## src/include/pps_pkg.sv

```systemverilog
package pps_pkg;
  // word index of each register, byte address is index times four
  localparam logic [5:0] IDX_CTRL  = 6'h30;  // status/control, shadow when extended
  localparam logic [5:0] IDX_EVT   = 6'h31;  // event flags, shadow when extended
  localparam logic [5:0] IDX_EN    = 6'h33;  // event enables (mask), shadow when extended
  localparam logic [5:0] IDX_EXT   = 6'h36;  // page select
  localparam logic [5:0] IDX_PSL   = 6'h37;  // accepted path signal label
  localparam logic [1:0] HTRANS_NONSEQ = 2'h2;
  // status/control bits
  localparam int B_NEWPTR_EN  = 0;
  localparam int B_NEWPTR_EVT = 1;
  localparam int B_RDI        = 2;
  localparam int B_AIS        = 3;
  localparam int B_CAIS       = 4;
  localparam int B_LOP        = 5;
  localparam int B_LOPC       = 6;
  localparam int B_RSVD       = 7;
  // shadow status/control bits
  localparam int B_ERDI_MSB   = 2;
  localparam int B_LABEL_FILTER_FIVE       = 5;
  localparam int B_INV_OPT    = 6;
  // event flag bits, same layout for enables
  localparam int B_FEBE       = 0;
  localparam int B_BIP        = 1;
  localparam int B_RDI_CHG    = 2;
  localparam int B_AIS_CHG    = 3;
  localparam int B_LOP_CHG    = 5;
  localparam int B_PSL_CHG    = 7;
  localparam int B_ERDI_CHG   = 0;  // shadow event / shadow enable
  localparam int B_EXTEND     = 0;  // page select bit
  localparam logic [7:0] EVT_MASK = 8'hAF;  // implemented flag bits
  // label filter run lengths
  localparam logic [2:0] PSL_RUN_LONG  = 3'h5;
  localparam logic [2:0] PSL_RUN_SHORT = 3'h3;
  // bus sequencer states
  typedef enum logic [1:0] {ST_IDLE = 2'b01, ST_WR = 2'b10} pps_bus_e;
  // decoded register select
  typedef enum logic [3:0] {SEL_NONE = 4'h0, SEL_CTRL = 4'h1, SEL_CTRL_SH = 4'h2,
                            SEL_EVT = 4'h3, SEL_EVT_SH = 4'h4, SEL_EN = 4'h5,
                            SEL_EN_SH = 4'h6, SEL_EXT = 4'h7, SEL_PSL = 4'h8} pps_sel_e;
  // live alarm levels from the path processor
  typedef struct packed {
    logic       path_rdi_state;
    logic       aux_rdi_state;
    logic       path_ais_state;
    logic       concat_ais_state;
    logic       pointer_loss_state;
    logic       pointer_concat_loss_state;
    logic [2:0] enhanced_rdi_value;
  } pps_alarm_s;
  // one-cycle event pulses from the path processor
  typedef struct packed {
    logic new_pointer_event;
    logic far_block_error_event;
    logic path_parity_error_event;
    logic three_new_pointers;
  } pps_pulse_s;
endpackage

```

## src/verilog/pps_top.sv

```systemverilog
// Notes on behaviour
// - enabled new pointer event raises interrupt
// - new pointer flag set, cleared by read
// - live path RDI and AIS bits
// - live concat AIS, LOP, LOP concat bits
// - extend bit selects shadow registers
// - shadow status shown at address C0 when extended
// - filtered enhanced RDI in shadow bits 2..0
// - option lets three pointers clear invalid count
// - label accepted after five or three repeats
// - far block error flag, clear on read
// - parity error flag, clear on read
// - RDI or aux RDI change flag
// - AIS change flag, clear on read
// - pointer loss change flag, clear on read
// - label change flag, clear on read
// - enabled events drive shared active-low interrupt
`timescale 1ns/1ns
module pps_top (
  input  wire logic                 hclk,
  input  wire logic                 hresetn,
  input  wire logic                 hsel,
  input  wire logic [31:0]          haddr,
  input  wire logic [1:0]           htrans,
  input  wire logic                 hwrite,
  input  wire logic [2:0]           hsize,
  input  wire logic [31:0]          hwdata,
  input  wire logic                 hready,
  output      logic [31:0]          hrdata,
  output      logic                 hreadyout,
  output      logic                 hresp,
  input  wire pps_pkg::pps_alarm_s  alarm,
  input  wire pps_pkg::pps_pulse_s  pulses,
  input  wire logic [7:0]           c2_byte,
  input  wire logic                 c2_frame,
  input  wire logic                 other_irq_n,
  output      logic [7:0]           accepted_label,
  output      logic                 invalid_count_clear,
  output      logic                 interrupt_out_n
);

  pps_pkg::pps_bus_e   state_r;        // bus sequencer
  pps_pkg::pps_sel_e   wr_sel_r;       // register chosen by pending write
  pps_pkg::pps_sel_e   rd_sel;         // register chosen by current read
  pps_pkg::pps_alarm_s alarm_q_r;      // alarms one cycle ago
  logic [31:0]         hrdata_r;       // read data register
  logic [7:0]          rd_val;         // selected read value
  logic                take;           // address phase accepted
  logic                rd_take;        // read accepted this edge
  logic                wr_fire;        // write lands this edge
  logic                ext_r;          // shadow page select
  logic                newptr_en_r;    // new pointer interrupt enable
  logic                newptr_flag_r;  // new pointer sticky flag
  logic                ctrl_rsvd_r;    // reserved control bit
  logic [3:0]          sh_ctrl_r;      // shadow control bits 7..4
  logic [7:0]          evt_en_r;       // event enables
  logic                erdi_en_r;      // enhanced RDI change enable
  logic [7:0]          evt;            // events this cycle
  logic [7:0]          evt_clr;        // flags cleared this cycle
  logic [7:0]          evt_flag_r;     // sticky event flags
  logic                erdi_flag_r;    // enhanced RDI change flag
  logic [7:0]          cand_r;         // candidate label
  logic [2:0]          run_r;          // repeats of candidate
  logic [2:0]          run_need;       // repeats needed
  logic [7:0]          label_r;        // accepted label
  logic                label_load;     // candidate accepted now
  logic                label_chg;      // accepted label changes
  logic                inv_clr_r;      // invalid count clear pulse
  logic                irq;            // any unmasked flag

  // address decode, page chosen by the extend bit
  function automatic pps_pkg::pps_sel_e dec(input logic [31:0] a, input logic ext);
    logic [5:0] idx;
    idx = a[7:2];
    dec = pps_pkg::SEL_NONE;
    if (a[31:8] == 24'h000000) begin
      case (idx)
        pps_pkg::IDX_CTRL: dec = ext ? pps_pkg::SEL_CTRL_SH : pps_pkg::SEL_CTRL;
        pps_pkg::IDX_EVT:  dec = ext ? pps_pkg::SEL_EVT_SH : pps_pkg::SEL_EVT;
        pps_pkg::IDX_EN:   dec = ext ? pps_pkg::SEL_EN_SH : pps_pkg::SEL_EN;
        pps_pkg::IDX_EXT:  dec = pps_pkg::SEL_EXT;
        pps_pkg::IDX_PSL:  dec = pps_pkg::SEL_PSL;
        default:           dec = pps_pkg::SEL_NONE;
      endcase
    end
  endfunction

  // bus handshake terms
  assign take      = hsel && (htrans == pps_pkg::HTRANS_NONSEQ) && hready;
  assign rd_take   = take && !hwrite;
  assign wr_fire   = (state_r == pps_pkg::ST_WR);
  assign rd_sel    = dec(haddr, ext_r);
  assign hreadyout = (state_r != pps_pkg::ST_WR);  // one wait state on writes
  assign hresp     = 1'b0;                          // always OKAY
  assign hrdata    = hrdata_r;

  // bus sequencer: writes take one wait state
  always_ff @(posedge hclk or negedge hresetn) begin
    if (!hresetn) begin
      state_r  <= pps_pkg::ST_IDLE;
      wr_sel_r <= pps_pkg::SEL_NONE;
    end else begin
      case (state_r)
        pps_pkg::ST_IDLE: begin
          if (take && hwrite) begin
            state_r  <= pps_pkg::ST_WR;
            wr_sel_r <= rd_sel;
          end
        end
        pps_pkg::ST_WR: begin
          state_r <= pps_pkg::ST_IDLE;  // write lands, hready returns
        end
        default: state_r <= pps_pkg::ST_IDLE;
      endcase
    end
  end

  // read multiplexer, unmapped reads as zero
  always_comb begin
    case (rd_sel)
      pps_pkg::SEL_CTRL: rd_val = {ctrl_rsvd_r, alarm.pointer_concat_loss_state,
                                   alarm.pointer_loss_state, alarm.concat_ais_state,
                                   alarm.path_ais_state, alarm.path_rdi_state,
                                   newptr_flag_r, newptr_en_r};
      pps_pkg::SEL_CTRL_SH: rd_val = {sh_ctrl_r, 1'b0, alarm.enhanced_rdi_value};
      pps_pkg::SEL_EVT:     rd_val = evt_flag_r;
      pps_pkg::SEL_EVT_SH:  rd_val = {7'h00, erdi_flag_r};
      pps_pkg::SEL_EN:      rd_val = evt_en_r;
      pps_pkg::SEL_EN_SH:   rd_val = {7'h00, erdi_en_r};
      pps_pkg::SEL_EXT:     rd_val = {7'h00, ext_r};
      pps_pkg::SEL_PSL:     rd_val = label_r;
      default:              rd_val = 8'h00;
    endcase
  end

  // read data captured at the address phase edge
  always_ff @(posedge hclk or negedge hresetn) begin
    if (!hresetn) begin
      hrdata_r <= 32'h00000000;
    end else if (rd_take) begin
      hrdata_r <= {24'h000000, rd_val};
    end
  end

  // software control bits
  always_ff @(posedge hclk or negedge hresetn) begin
    if (!hresetn) begin
      ext_r       <= 1'b0;
      newptr_en_r <= 1'b0;
      ctrl_rsvd_r <= 1'b0;
      sh_ctrl_r   <= 4'h0;
      evt_en_r    <= 8'h00;
      erdi_en_r   <= 1'b0;
    end else if (wr_fire) begin
      case (wr_sel_r)
        pps_pkg::SEL_CTRL: begin
          newptr_en_r <= hwdata[pps_pkg::B_NEWPTR_EN];
          ctrl_rsvd_r <= hwdata[pps_pkg::B_RSVD];
        end
        pps_pkg::SEL_CTRL_SH: sh_ctrl_r <= hwdata[7:4];
        pps_pkg::SEL_EN:      evt_en_r  <= hwdata[7:0];
        pps_pkg::SEL_EN_SH:   erdi_en_r <= hwdata[pps_pkg::B_ERDI_CHG];
        pps_pkg::SEL_EXT:     ext_r     <= hwdata[pps_pkg::B_EXTEND];
        default: ;
      endcase
    end
  end

  // alarm history for change detection
  always_ff @(posedge hclk or negedge hresetn) begin
    if (!hresetn) begin
      alarm_q_r <= '0;
    end else begin
      alarm_q_r <= alarm;
    end
  end

  // events of this cycle in flag layout
  always_comb begin
    evt = 8'h00;
    evt[pps_pkg::B_FEBE]    = pulses.far_block_error_event;
    evt[pps_pkg::B_BIP]     = pulses.path_parity_error_event;
    evt[pps_pkg::B_RDI_CHG] = (alarm.path_rdi_state != alarm_q_r.path_rdi_state) ||
                              (alarm.aux_rdi_state != alarm_q_r.aux_rdi_state);
    evt[pps_pkg::B_AIS_CHG] = alarm.path_ais_state != alarm_q_r.path_ais_state;
    evt[pps_pkg::B_LOP_CHG] = alarm.pointer_loss_state !=
                              alarm_q_r.pointer_loss_state;
    evt[pps_pkg::B_PSL_CHG] = label_chg;
  end

  // clear by read of the flag page, or write one to clear
  always_comb begin
    evt_clr = 8'h00;
    if (rd_take && rd_sel == pps_pkg::SEL_EVT) begin
      evt_clr = pps_pkg::EVT_MASK;
    end else if (wr_fire && wr_sel_r == pps_pkg::SEL_EVT) begin
      evt_clr = hwdata[7:0];
    end
  end

  // sticky flags, a new event outweighs the clear
  for (genvar i = 0; i < 8; i++) begin : g_evt
    if (pps_pkg::EVT_MASK[i]) begin : g_on
      always_ff @(posedge hclk or negedge hresetn) begin
        if (!hresetn) begin
          evt_flag_r[i] <= 1'b0;
        end else begin
          evt_flag_r[i] <= evt[i] | (evt_flag_r[i] & ~evt_clr[i]);
        end
      end
    end else begin : g_off
      always_ff @(posedge hclk or negedge hresetn) begin
        if (!hresetn) begin
          evt_flag_r[i] <= 1'b0;
        end else begin
          evt_flag_r[i] <= 1'b0;  // unused bit
        end
      end
    end
  end

  // new pointer flag, cleared by reading status/control
  always_ff @(posedge hclk or negedge hresetn) begin
    if (!hresetn) begin
      newptr_flag_r <= 1'b0;
    end else if (pulses.new_pointer_event) begin
      newptr_flag_r <= 1'b1;
    end else if (rd_take && rd_sel == pps_pkg::SEL_CTRL) begin
      newptr_flag_r <= 1'b0;
    end
  end

  // enhanced RDI change flag on the shadow page
  always_ff @(posedge hclk or negedge hresetn) begin
    if (!hresetn) begin
      erdi_flag_r <= 1'b0;
    end else if (alarm.enhanced_rdi_value != alarm_q_r.enhanced_rdi_value) begin
      erdi_flag_r <= 1'b1;
    end else if ((rd_take && rd_sel == pps_pkg::SEL_EVT_SH) ||
                 (wr_fire && wr_sel_r == pps_pkg::SEL_EVT_SH &&
                  hwdata[pps_pkg::B_ERDI_CHG])) begin
      erdi_flag_r <= 1'b0;
    end
  end

  // label filter: a value must repeat before acceptance
  assign run_need   = sh_ctrl_r[pps_pkg::B_LABEL_FILTER_FIVE - 4] ? pps_pkg::PSL_RUN_LONG
                                                     : pps_pkg::PSL_RUN_SHORT;
  assign label_load = c2_frame && (c2_byte == cand_r) &&
                      (run_r == run_need - 3'h1);
  assign label_chg  = label_load && (cand_r != label_r);

  // candidate and run counter, saturates at the long run
  always_ff @(posedge hclk or negedge hresetn) begin
    if (!hresetn) begin
      cand_r <= 8'h00;
      run_r  <= 3'h0;
    end else if (c2_frame) begin
      if (c2_byte == cand_r) begin
        if (run_r != pps_pkg::PSL_RUN_LONG) begin
          run_r <= run_r + 3'h1;
        end
      end else begin
        cand_r <= c2_byte;
        run_r  <= 3'h1;
      end
    end
  end

  // accepted label
  always_ff @(posedge hclk or negedge hresetn) begin
    if (!hresetn) begin
      label_r <= 8'h00;
    end else if (label_load) begin
      label_r <= cand_r;
    end
  end
  assign accepted_label = label_r;

  // invalid pointer count clear while pointer is lost
  always_ff @(posedge hclk or negedge hresetn) begin
    if (!hresetn) begin
      inv_clr_r <= 1'b0;
    end else begin
      inv_clr_r <= sh_ctrl_r[pps_pkg::B_INV_OPT - 4] && alarm.pointer_loss_state &&
                   pulses.three_new_pointers;
    end
  end
  assign invalid_count_clear = inv_clr_r;

  // interrupt: unmasked flags pull the shared line low
  assign irq = (newptr_flag_r && newptr_en_r) ||
               (|(evt_flag_r & evt_en_r)) ||
               (erdi_flag_r && erdi_en_r);
  assign interrupt_out_n = other_irq_n && !irq;
endmodule

```

## config.mk

```make
export PLATFORM = sky130hd
export DESIGN_NAME = pps_top
export DESIGN_NICKNAME = d
export VERILOG_FILES = /design/src/include/pps_pkg.sv /design/src/verilog/pps_top.sv
export SDC_FILE = /design/constraint.sdc
export NUM_CORES = 1
export LEC_CHECK = 0
export BUFFER_PORTS_ARGS = -buffer_cell sky130_fd_sc_hd__buf_2
export CORE_MARGIN = 2
export CORE_UTILIZATION = 49
export CTS_CLUSTER_DIAMETER = 120
export CTS_CLUSTER_SIZE = 12
export DETAILED_ROUTE_END_ITERATION = 10
export HOLD_SLACK_MARGIN = 0.03
export PLACE_DENSITY_LB_ADDON = 0.2
export SLEW_MARGIN = 10
export SYNTH_ARGS = -nofsm -noshare
export SYNTH_HDL_FRONTEND = slang
export SYNTH_SLANG_ARGS = --single-unit
```

## constraint.sdc

```tcl
create_clock -name hclk -period 2.1 [get_ports hclk]
set_input_delay 0.42 -clock hclk [delete_from_list [all_inputs] [get_ports hclk]]
set_output_delay 0.42 -clock hclk [all_outputs]
set_load 0.005 [all_outputs]
```

==> flow_summary.ini, run 1 <==
[outcome]
outcome = completed

[placed_design]
gp_congestion = 0.8876
numPortBuffers = 86
dp.cells = 510
dpl_worst_slack_ps = 112.5
dp.final_hpwl_mm = 6.581

[clock_network]
insertion_delay_ps = 340
cts_buffers = 9
cts_tree = yes
clock_tree.root_cell = sky130_fd_sc_hd__clkbuf_8
post_cts.resized_instances = 0
h_tree_depth = 3
clkSinkCount = 65
clk_pin_slew_worst_paths_ps = 70
cts_buffer_depth = 2
cts_hold_repair.buffers = 0
post-cts-setup-buffer-count = 0

[logic_synthesis]
postSynthAreaPerCell_um2 = 10.70
synth_simple_gate_area_share_pct = 15.67
synth_area_um2 = 3521
post_synth_inst_count = 329
post_synth_fa_ha_maj_area_fraction_pct = 0.7107
synthArstFlopShare_pct = 100.0
synth.mux.area_fraction_pct = 10.52
synth_flop_cell = sky130_fd_sc_hd__dfrtp_1
number_of_enable_type_register_cells_in_the_synthesized_netlist = 0
synthXorXnorAreaFrac_pct = 5.721
synth_compound_gate_area_share_pct = 13.54
yosysWarningCount = 0
synth_top_family_by_area = simple AND/OR/NAND/NOR gates
ys_seq_area_share_pct = 46.23
synth_cell_types = 53
synthesis_stage_register_bit_count = 65

[drt]
route.antenna.remaining_nets = 0
drc_errors = 0
wire_per_inst_um = 16.28
vias = 2896
detail_route.vias_per_cell = 5.506
detailedRoute.firstPassIterationCount = 6
drt_iter0_drc = 393
wirelength_routed_mm = 8.565

[finish]
num-fill-cells = 606
final-instance-count-excl-fill = 526
multi_input_area_um2 = 1719
layout_common_cells = 86 x sky130_fd_sc_hd__buf_2, 64 x sky130_fd_sc_hd__dfrtp_1, 32 x sky130_fd_sc_hd__mux2_2, 27 x sky130_fd_sc_hd__nand2_1, 25 x sky130_fd_sc_hd__conb_1
area.growth.synth_to_final_pct = 20.40
insertedDiodeCount = 0
drive_gt1_share_pct = 34.88
register_area_um2 = 1628
layout.nets = 524
most_common_cell_after_layout_fill_and_taps_aside = sky130_fd_sc_hd__buf_2

[timing]
timing_max_transition_violations_final = 0
endpoints_failing_setup = 0
hold_viol = 0
final.min_clock_period_ps = 1970
max_clock_freq_ghz = 0.5077
worst-slew-pin-transition_ps = 683.8
rsz_0062_raised_after_global_routing = no
setup_tns_ps = 0
final_min_period_over_clock_period_pct = 93.79
timing.slew.headroom_pct = 53.99
fin_worst_skew_ps = 6.455
finalWorstSetupSlack_ps = 130.3

[floorplan]
chip_height_um = 88.77
rows = 30
i_o_pin_cnt = 141
coreArea_um2 = 6869
initial_core_util_pct = 51.26
die_footprint_um2 = 7879
floorplan.die.width_um = 88.77

[worst_setup_path]
regToRegEndpoint = accepted_label[0]
timing.critical_path.from_type = flip-flop
worst_ep_arrival_time_ps = 1550
end_kind = output port
crit_path_max_fanout = 3
reg2regPathDepth = 5
critPathCapture = interrupt_out_n
reg2reg_setup_slack_ps = 200
crit_path_required_time_ps = 1680
worstReg2RegStart = cand_r[2]
startpoint = evt_flag_r[7]
ws_path_type = flip-flop to output port

[global_routing]
wire_length_of_the_first_global_routing_pass_mm = 13.29
number_of_antenna_violations_at_the_first_check_in_global_routing = 0
grt.total_usage_pct = 23.03
global_route_overflow = 0
grt_start_max_net_pins = 66
first_global_vias = 2617

[hold_path]
timing.hold.worst.class = input pin to asynchronous set/reset pin

[flow_run]
maxCapViolCount = 0

[power]
p_leak_nw = 2.037
power.density_cell_area_nw_per_um2 = 669.2
peakVddDrop_v = 0.0005424
worst min-delay path by stage:
stage | to | slack, ps
after detailed placement | alarm_q_r[8] | 470
after floorplan | accepted_label[0] | 120
after global placement | alarm_q_r[8] | 460
after CTS | accepted_label[5] | 100
after global routing | alarm_q_r[8] | 100
final | evt_flag_r[2] | 80
cell type report:
| cell class | count | area share (%) |
|---|---|---|
| inverter | 11 | 0.9740 |
| timing repair buffer | 95 | 12.04 |
| multi-input combinational | 243 | 40.55 |
| clock inverter | 5 | 1.860 |
| sequential | 65 | 38.40 |
| tap | 96 | 2.834 |
| clock buffer | 11 | 3.335 |
metal layers:
layer / share of wire, % / wire length, um / global-route usage (%) / vias to the layer above
met5: 0 / 0 / 0 / -
met4: 1.9 / 164 / 8.953 / 0
met3: 9.5 / 814 / 4.291 / 15
met2: 46 / 3978 / 36.16 / 166
met1: 42 / 3607 / 31.71 / 1365
li1: - / - / - / 1350
kinds of logic after synthesis:
family / Yosys count
compound gates: 66
xor+xnor: 23
fa+ha+maj: 2
buf+inv: 45
flops: 65
mux: 33
other cells: 1
simple gates: 94
registers in the layout, summed over array words and instances, names as in the netlist, 2 cells and up:
signal / flops
accepted_label: 8
cand_r: 8
evt_en_r: 8
hrdata: 8
alarm_q_r: 7
evt_flag_r: 6
sh_ctrl_r: 4
wr_sel_r: 4
run_r: 3
state_r: 2
power by group:
group	switching, mW	leakage [nW]	internal, mW
registers	0.0450	0.780	1.29
clock network	0.482	0.113	0.699
logic	0.167	1.14	0.149
total	0.694	2.04	2.14
Yosys cell counts, types with 3 or more instances:
master	n	share of area (%)
sky130_fd_sc_hd__o31ai_1	9	1.9
sky130_fd_sc_hd__clkbuf_1	7	0.75
sky130_fd_sc_hd__nand2_1	27	2.9
sky130_fd_sc_hd__inv_1	11	1.2
sky130_fd_sc_hd__o21ai_0	19	2.7
sky130_fd_sc_hd__and4_1	3	0.75
sky130_fd_sc_hd__a22o_1	7	1.7
sky130_fd_sc_hd__a222oi_1	5	1.4
sky130_fd_sc_hd__xor2_1	11	2.7
sky130_fd_sc_hd__xnor2_1	12	3.0
sky130_fd_sc_hd__nand3_1	4	0.57
sky130_fd_sc_hd__and3_1	5	0.89
sky130_fd_sc_hd__and3b_1	3	0.75
sky130_fd_sc_hd__buf_4	25	5.3
sky130_fd_sc_hd__a21oi_1	5	0.71
sky130_fd_sc_hd__and2_1	3	0.53
sky130_fd_sc_hd__nor2_1	8	0.85
sky130_fd_sc_hd__nand2b_1	4	0.71
sky130_fd_sc_hd__dfrtp_1	64	45
sky130_fd_sc_hd__mux2_2	32	10
sky130_fd_sc_hd__nor2b_1	6	1.1
sky130_fd_sc_hd__nor4_1	11	2.0
sky130_fd_sc_hd__nor3_1	5	0.71
critical path, cell delays in order, from the launching register on:
cell                       delay [ps]
sky130_fd_sc_hd__dfrtp_1          400
sky130_fd_sc_hd__a22o_1           230
sky130_fd_sc_hd__a221oi_1         230
sky130_fd_sc_hd__and4_1           240
sky130_fd_sc_hd__buf_2            110
metrics by stage:
stage               utilization, %  area [um^2]  hold slack [ps]  total power [mW]
global route                 61.71         4239            97.75             2.967
global placement             58.51         4019            459.7             1.669
CTS                          61.71         4239            99.41             2.864
detailed placement           58.51         4019            467.8             1.678
finish                       61.71         4239            77.58             2.837
floorplan                        -         3611            124.4             1.558
(Power assumes the default switching activity.)
==> run 2: changes to the inputs <==
- CORE_ASPECT_RATIO: unset -> 1.4
- CORE_MARGIN: 2 -> unset
- CORE_UTILIZATION: 49 -> 44
- clock period: 2.1 -> 1.7 ns (I/O delays scaled with it)
==> run 2 against run 1 <==
Effect of this change:
- the flow now finishes with violations (negative setup slack)
- clock power grew 11%
- combinational power grew 71%
- critical path depth shrank 1
- setup slack lost 260 ps
==> flow_summary.ini, run 2 (synthesized netlist as in run 1, its figures left out) <==
[drt]
drc_errors = 0
detailedRoute.firstPassIterationCount = 5
vias = 3047
route.antenna.remaining_nets = 0
wirelength_routed_mm = 9.407
drt_iter0_drc = 184
detail_route.vias_per_cell = 5.336
wire_per_inst_um = 16.47

[finish]
most_common_cell_after_layout_fill_and_taps_aside = sky130_fd_sc_hd__buf_2
layout.nets = 566
finalCoreUtilization_pct = 61.16
area.growth.synth_to_final_pct = 34.61
drive_gt1_share_pct = 43.10
insertedDiodeCount = 0
layout_common_cells = 86 x sky130_fd_sc_hd__buf_2, 63 x sky130_fd_sc_hd__dfrtp_1, 44 x sky130_fd_sc_hd__buf_4, 27 x sky130_fd_sc_hd__nand2_1, 25 x sky130_fd_sc_hd__conb_1
final-instance-count-excl-fill = 571

[flow_run]
maxCapViolCount = 0

[global_routing]
grt.total_usage_pct = 23.20
global_route_overflow = 0
number_of_antenna_violations_at_the_first_check_in_global_routing = 0
first_global_vias = 2903
grt_start_max_net_pins = 66
wire_length_of_the_first_global_routing_pass_mm = 14.19

[timing]
endpoints_failing_setup = 4
hold_viol = 0
finalWorstSetupSlack_ps = -129.4
timing_max_transition_violations_final = 0
rsz_0062_raised_after_global_routing = yes
setup_tns_ps = -139.8
final.min_clock_period_ps = 1829
final_min_period_over_clock_period_pct = 107.6
fin_worst_skew_ps = 7.582
max_clock_freq_ghz = 0.5466

[power]
peakVddDrop_v = 0.0005047
p_leak_nw = 2.335
power.density_cell_area_nw_per_um2 = 739.2

[floorplan]
floorplan.die.width_um = 77.60
die_footprint_um2 = 8369
initial_core_util_pct = 45.43
chip_height_um = 107.8
coreArea_um2 = 7750
i_o_pin_cnt = 141
rows = 38

[placed_design]
dp.cells = 547
dp.final_hpwl_mm = 7.055
gp_congestion = 0.8912
numPortBuffers = 86

[clock_network]
cts_buffers = 9
clk_pin_slew_worst_paths_ps = 70
cts_tree = yes
cts_buffer_depth = 2
h_tree_depth = 3
clock_tree.root_cell = sky130_fd_sc_hd__clkbuf_8
clkSinkCount = 65
insertion_delay_ps = 340

[outcome]
violations = negative setup slack
outcome = finished with violations

[worst_setup_path]
worst_ep_arrival_time_ps = 1490
crit_path_max_fanout = 3
timing.critical_path.from_type = flip-flop
ws_path_type = flip-flop to output port
end_kind = output port
crit_path_required_time_ps = 1360

[hold_path]
timing.hold.worst.class = input pin to flip-flop
==> run 2: report_power, final <==
part / switching, mW / total, mW / internal (mW)
clock: 0.567 / 1.31 / 0.745
sequential: 0.0508 / 1.65 / 1.60
combinational: 0.259 / 0.541 / 0.282
==> run 2: layer usage <==
layer | track usage [%] | up-vias | share of wire (%)
li1 | - | 1438 | -
met1 | 23.84 | 1439 | 36
met2 | 43.11 | 146 | 54
met3 | 5.763 | 24 | 6.4
met4 | 11.59 | 0 | 2.9
met5 | 0 | - | 0
==> run 2: what timing repair did <==
action	in CTS	in global routing
pin swaps	1	12
gates resized for setup	4	30
endpoints found under the setup margin	18	21
hold buffers	1	0
endpoints found under the hold margin	64	0
gates cloned	0	1
setup buffers	2	5
==> run 2: through the flow <==
stage	instance area, um^2	worst slack [ps]	hold slack [ps]	total power, mW
after detailed placement	4309	-100.7	383.5	2.149
after global placement	4309	-83.81	382.8	2.135
after CTS	4548	-158.6	112.6	3.479
after global routing	4740	-236.7	115.1	3.664
after floorplan	3611	-94.71	44.41	1.925
final	4740	-129.4	130.6	3.503
==> run 2: final timing paths <==
kind	start	end	slack, ps	depth (start not counted)
worst max-delay path	evt_flag_r[5]	interrupt_out_n	-130	3
worst min-delay path	alarm[7]	alarm_q_r[7]	130	1
worst max register to register	cand_r[7]	accepted_label[2]	-10	5
worst min register to register	hrdata[5]	hrdata[5]	470	2
max in group asynchronous	hresetn	hrdata[3]	860	3
min in group asynchronous	hresetn	wr_sel_r[3]	540	3
==> run 2: area by class of cell <==
cell class | instances | area [um^2]
Clock buffer | 12 | 155.1
Clock inverter | 3 | 40.04
Fill cell | 673 | 3010
Inverter | 11 | 41.29
Multi-Input combinational cell | 243 | 1876
Sequential cell | 65 | 1629
Tap cell | 100 | 125.1
Timing Repair Buffer | 137 | 873.3
==> run 2: worst max-delay path, cell delays in order (launching register included) <==
cell	delay [ps]
sky130_fd_sc_hd__dfrtp_1	420
sky130_fd_sc_hd__a222oi_1	390
sky130_fd_sc_hd__and4_1	230
sky130_fd_sc_hd__buf_2	110
==> run 3: changes to the inputs <==
- CORE_UTILIZATION: 44 -> 42
==> run 3 against run 2 <==
Effect of this change:
- the flow still finishes with violations (negative setup slack)
- combinational power down 5.9%
- wire length down 0.39%
- sequential power about the same
- worst hold slack better by 5.6 ps
- die area up 4.7%
- first-iteration DRC count down 7.1%
- critical path depth up 1
- via count down 2.4%
- clock skew down 2.7 ps
- critical path type unchanged
- largest cell class unchanged
==> flow_summary.ini, run 3 (synthesized netlist as in run 1, its figures left out) <==
[outcome]
outcome = finished with violations
violations = negative setup slack

[global_routing]
number_of_antenna_violations_at_the_first_check_in_global_routing = 0
grt-busiest-layer = met2
met1_global_route_usage_pct = 24.01
grt.total_usage_pct = 22.47
global_route_overflow = 0
globalRouteMet2Util_pct = 42.00
wire_length_of_the_first_global_routing_pass_mm = 14.03
first_global_vias = 2786
grt_start_max_net_pins = 66
grtUsageMet3_pct = 3.457

[clock_network]
clkSinkCount = 65
cts_buffers = 9
cts_tree = yes
cts_buffer_depth = 2
clk_pin_slew_worst_paths_ps = 60
h_tree_depth = 3
insertion_delay_ps = 340
clock_tree.root_cell = sky130_fd_sc_hd__clkbuf_16

[power]
p_leak_nw = 2.354
power.density_cell_area_nw_per_um2 = 873.9
peakVddDrop_v = 0.0006210

[finish]
insertedDiodeCount = 0
layout.nets = 563
area.growth.synth_to_final_pct = 36.21
layout_common_cells = 86 x sky130_fd_sc_hd__buf_2, 63 x sky130_fd_sc_hd__dfrtp_1, 42 x sky130_fd_sc_hd__buf_4, 27 x sky130_fd_sc_hd__nand2_1, 25 x sky130_fd_sc_hd__conb_1
final_area_um2 = 4796
drive_gt1_share_pct = 42.00
most_common_cell_after_layout_fill_and_taps_aside = sky130_fd_sc_hd__buf_2

[drt]
wirelength_routed_mm = 9.370
vias = 2973
route.antenna.remaining_nets = 0
drc_errors = 0
drt_iter0_drc = 171
detailedRoute.firstPassIterationCount = 4
wire_per_inst_um = 16.41
detail_route.vias_per_cell = 5.207

[worst_setup_path]
worst_ep_arrival_time_ps = 1500
crit_path_max_fanout = 3
timing.critical_path.from_type = flip-flop
crit_path_required_time_ps = 1360
ws_path_type = flip-flop to output port
end_kind = output port

[floorplan]
rows = 39
floorplan.die.width_um = 79.38
die_footprint_um2 = 8758
initial_core_util_pct = 43.21
i_o_pin_cnt = 141
chip_height_um = 110.3
coreArea_um2 = 8149

[timing]
final_min_period_over_clock_period_pct = 108.3
finalWorstSetupSlack_ps = -141.9
timing_max_transition_violations_final = 0
fin_worst_skew_ps = 4.927
endpoints_failing_setup = 9
worst-slew-pin-transition_ps = 543.7
setup_tns_ps = -460.3
hold_viol = 0
final.min_clock_period_ps = 1842
timing.slew.headroom_pct = 63.42
max_clock_freq_ghz = 0.5429
rsz_0062_raised_after_global_routing = yes

[flow_run]
maxCapViolCount = 0

[placed_design]
numPortBuffers = 86
gp_congestion = 0.8254
dpl_worst_slack_ps = -101.0
placed_area_um2 = 4292
dp.final_hpwl_mm = 7.153

[hold_path]
timing.hold.worst.class = input pin to flip-flop
## run 3: timing repair
action	CTS	global route
hold buffers	1	0
setup endpoints to repair	17	28
gates resized for setup	14	14
pin swaps	4	3
endpoints found under the hold margin	12	0
cloned	1	0
setup buffers	1	4
## run 3: stage by stage
step	util [%]	hold slack, ps	instances	total power [mW]
6_report	58.85	136.2	571	4.191
5_1_grt	58.85	136.8	571	4.353
4_1_cts	57.78	134.3	567	4.184
3_5_place_dp	52.66	384.2	548	2.140
3_3_place_gp	52.66	380.0	548	2.125
2_1_floorplan	-	44.41	353	1.925
## run 3: layout make-up
type,count,area (um^2)
Multi-Input combinational cell,243,1831
Timing Repair Buffer,134,838.3
Sequential cell,65,1629
Inverter,11,41.29
Clock buffer,10,239.0
Tap cell,102,127.6
Clock inverter,6,90.09
Fill cell,724,3353
## run 3: critical path, cell delays in order (launching register included)
cell	delay, ps
sky130_fd_sc_hd__dfrtp_1	390
sky130_fd_sc_hd__a22o_1	240
sky130_fd_sc_hd__a221oi_2	210
sky130_fd_sc_hd__and4_1	220
sky130_fd_sc_hd__buf_2	110
## run 3: path summary, 6_finish.rpt
kind	from	endpoint	slack [ps]	cells after the start
worst min-delay path	alarm[7]	alarm_q_r[7]	140	1
max in group asynchronous	hresetn	state_r[0]	840	3
worst max-delay path	evt_flag_r[7]	interrupt_out_n	-140	4
worst max register to register	cand_r[5]	accepted_label[1]	-50	5
worst min register to register	hrdata[5]	hrdata[5]	470	2
min in group asynchronous	hresetn	accepted_label[7]	540	3
## run 3: per-layer routing
metal	vias up	part of all wire, %
li1	1427	-
met1	1422	39
met2	109	54
met3	15	4.8
met4	0	2.5
met5	-	0
## run 3: power breakdown
| group | internal [mW] | switching, mW | leakage [nW] |
|---|---|---|---|
| Sequential | 1.60 | 0.0445 | 0.779 |
| Combinational | 0.265 | 0.244 | 1.42 |
| Clock | 1.33 | 0.709 | 0.159 |
| Total | 3.19 | 0.998 | 2.35 |
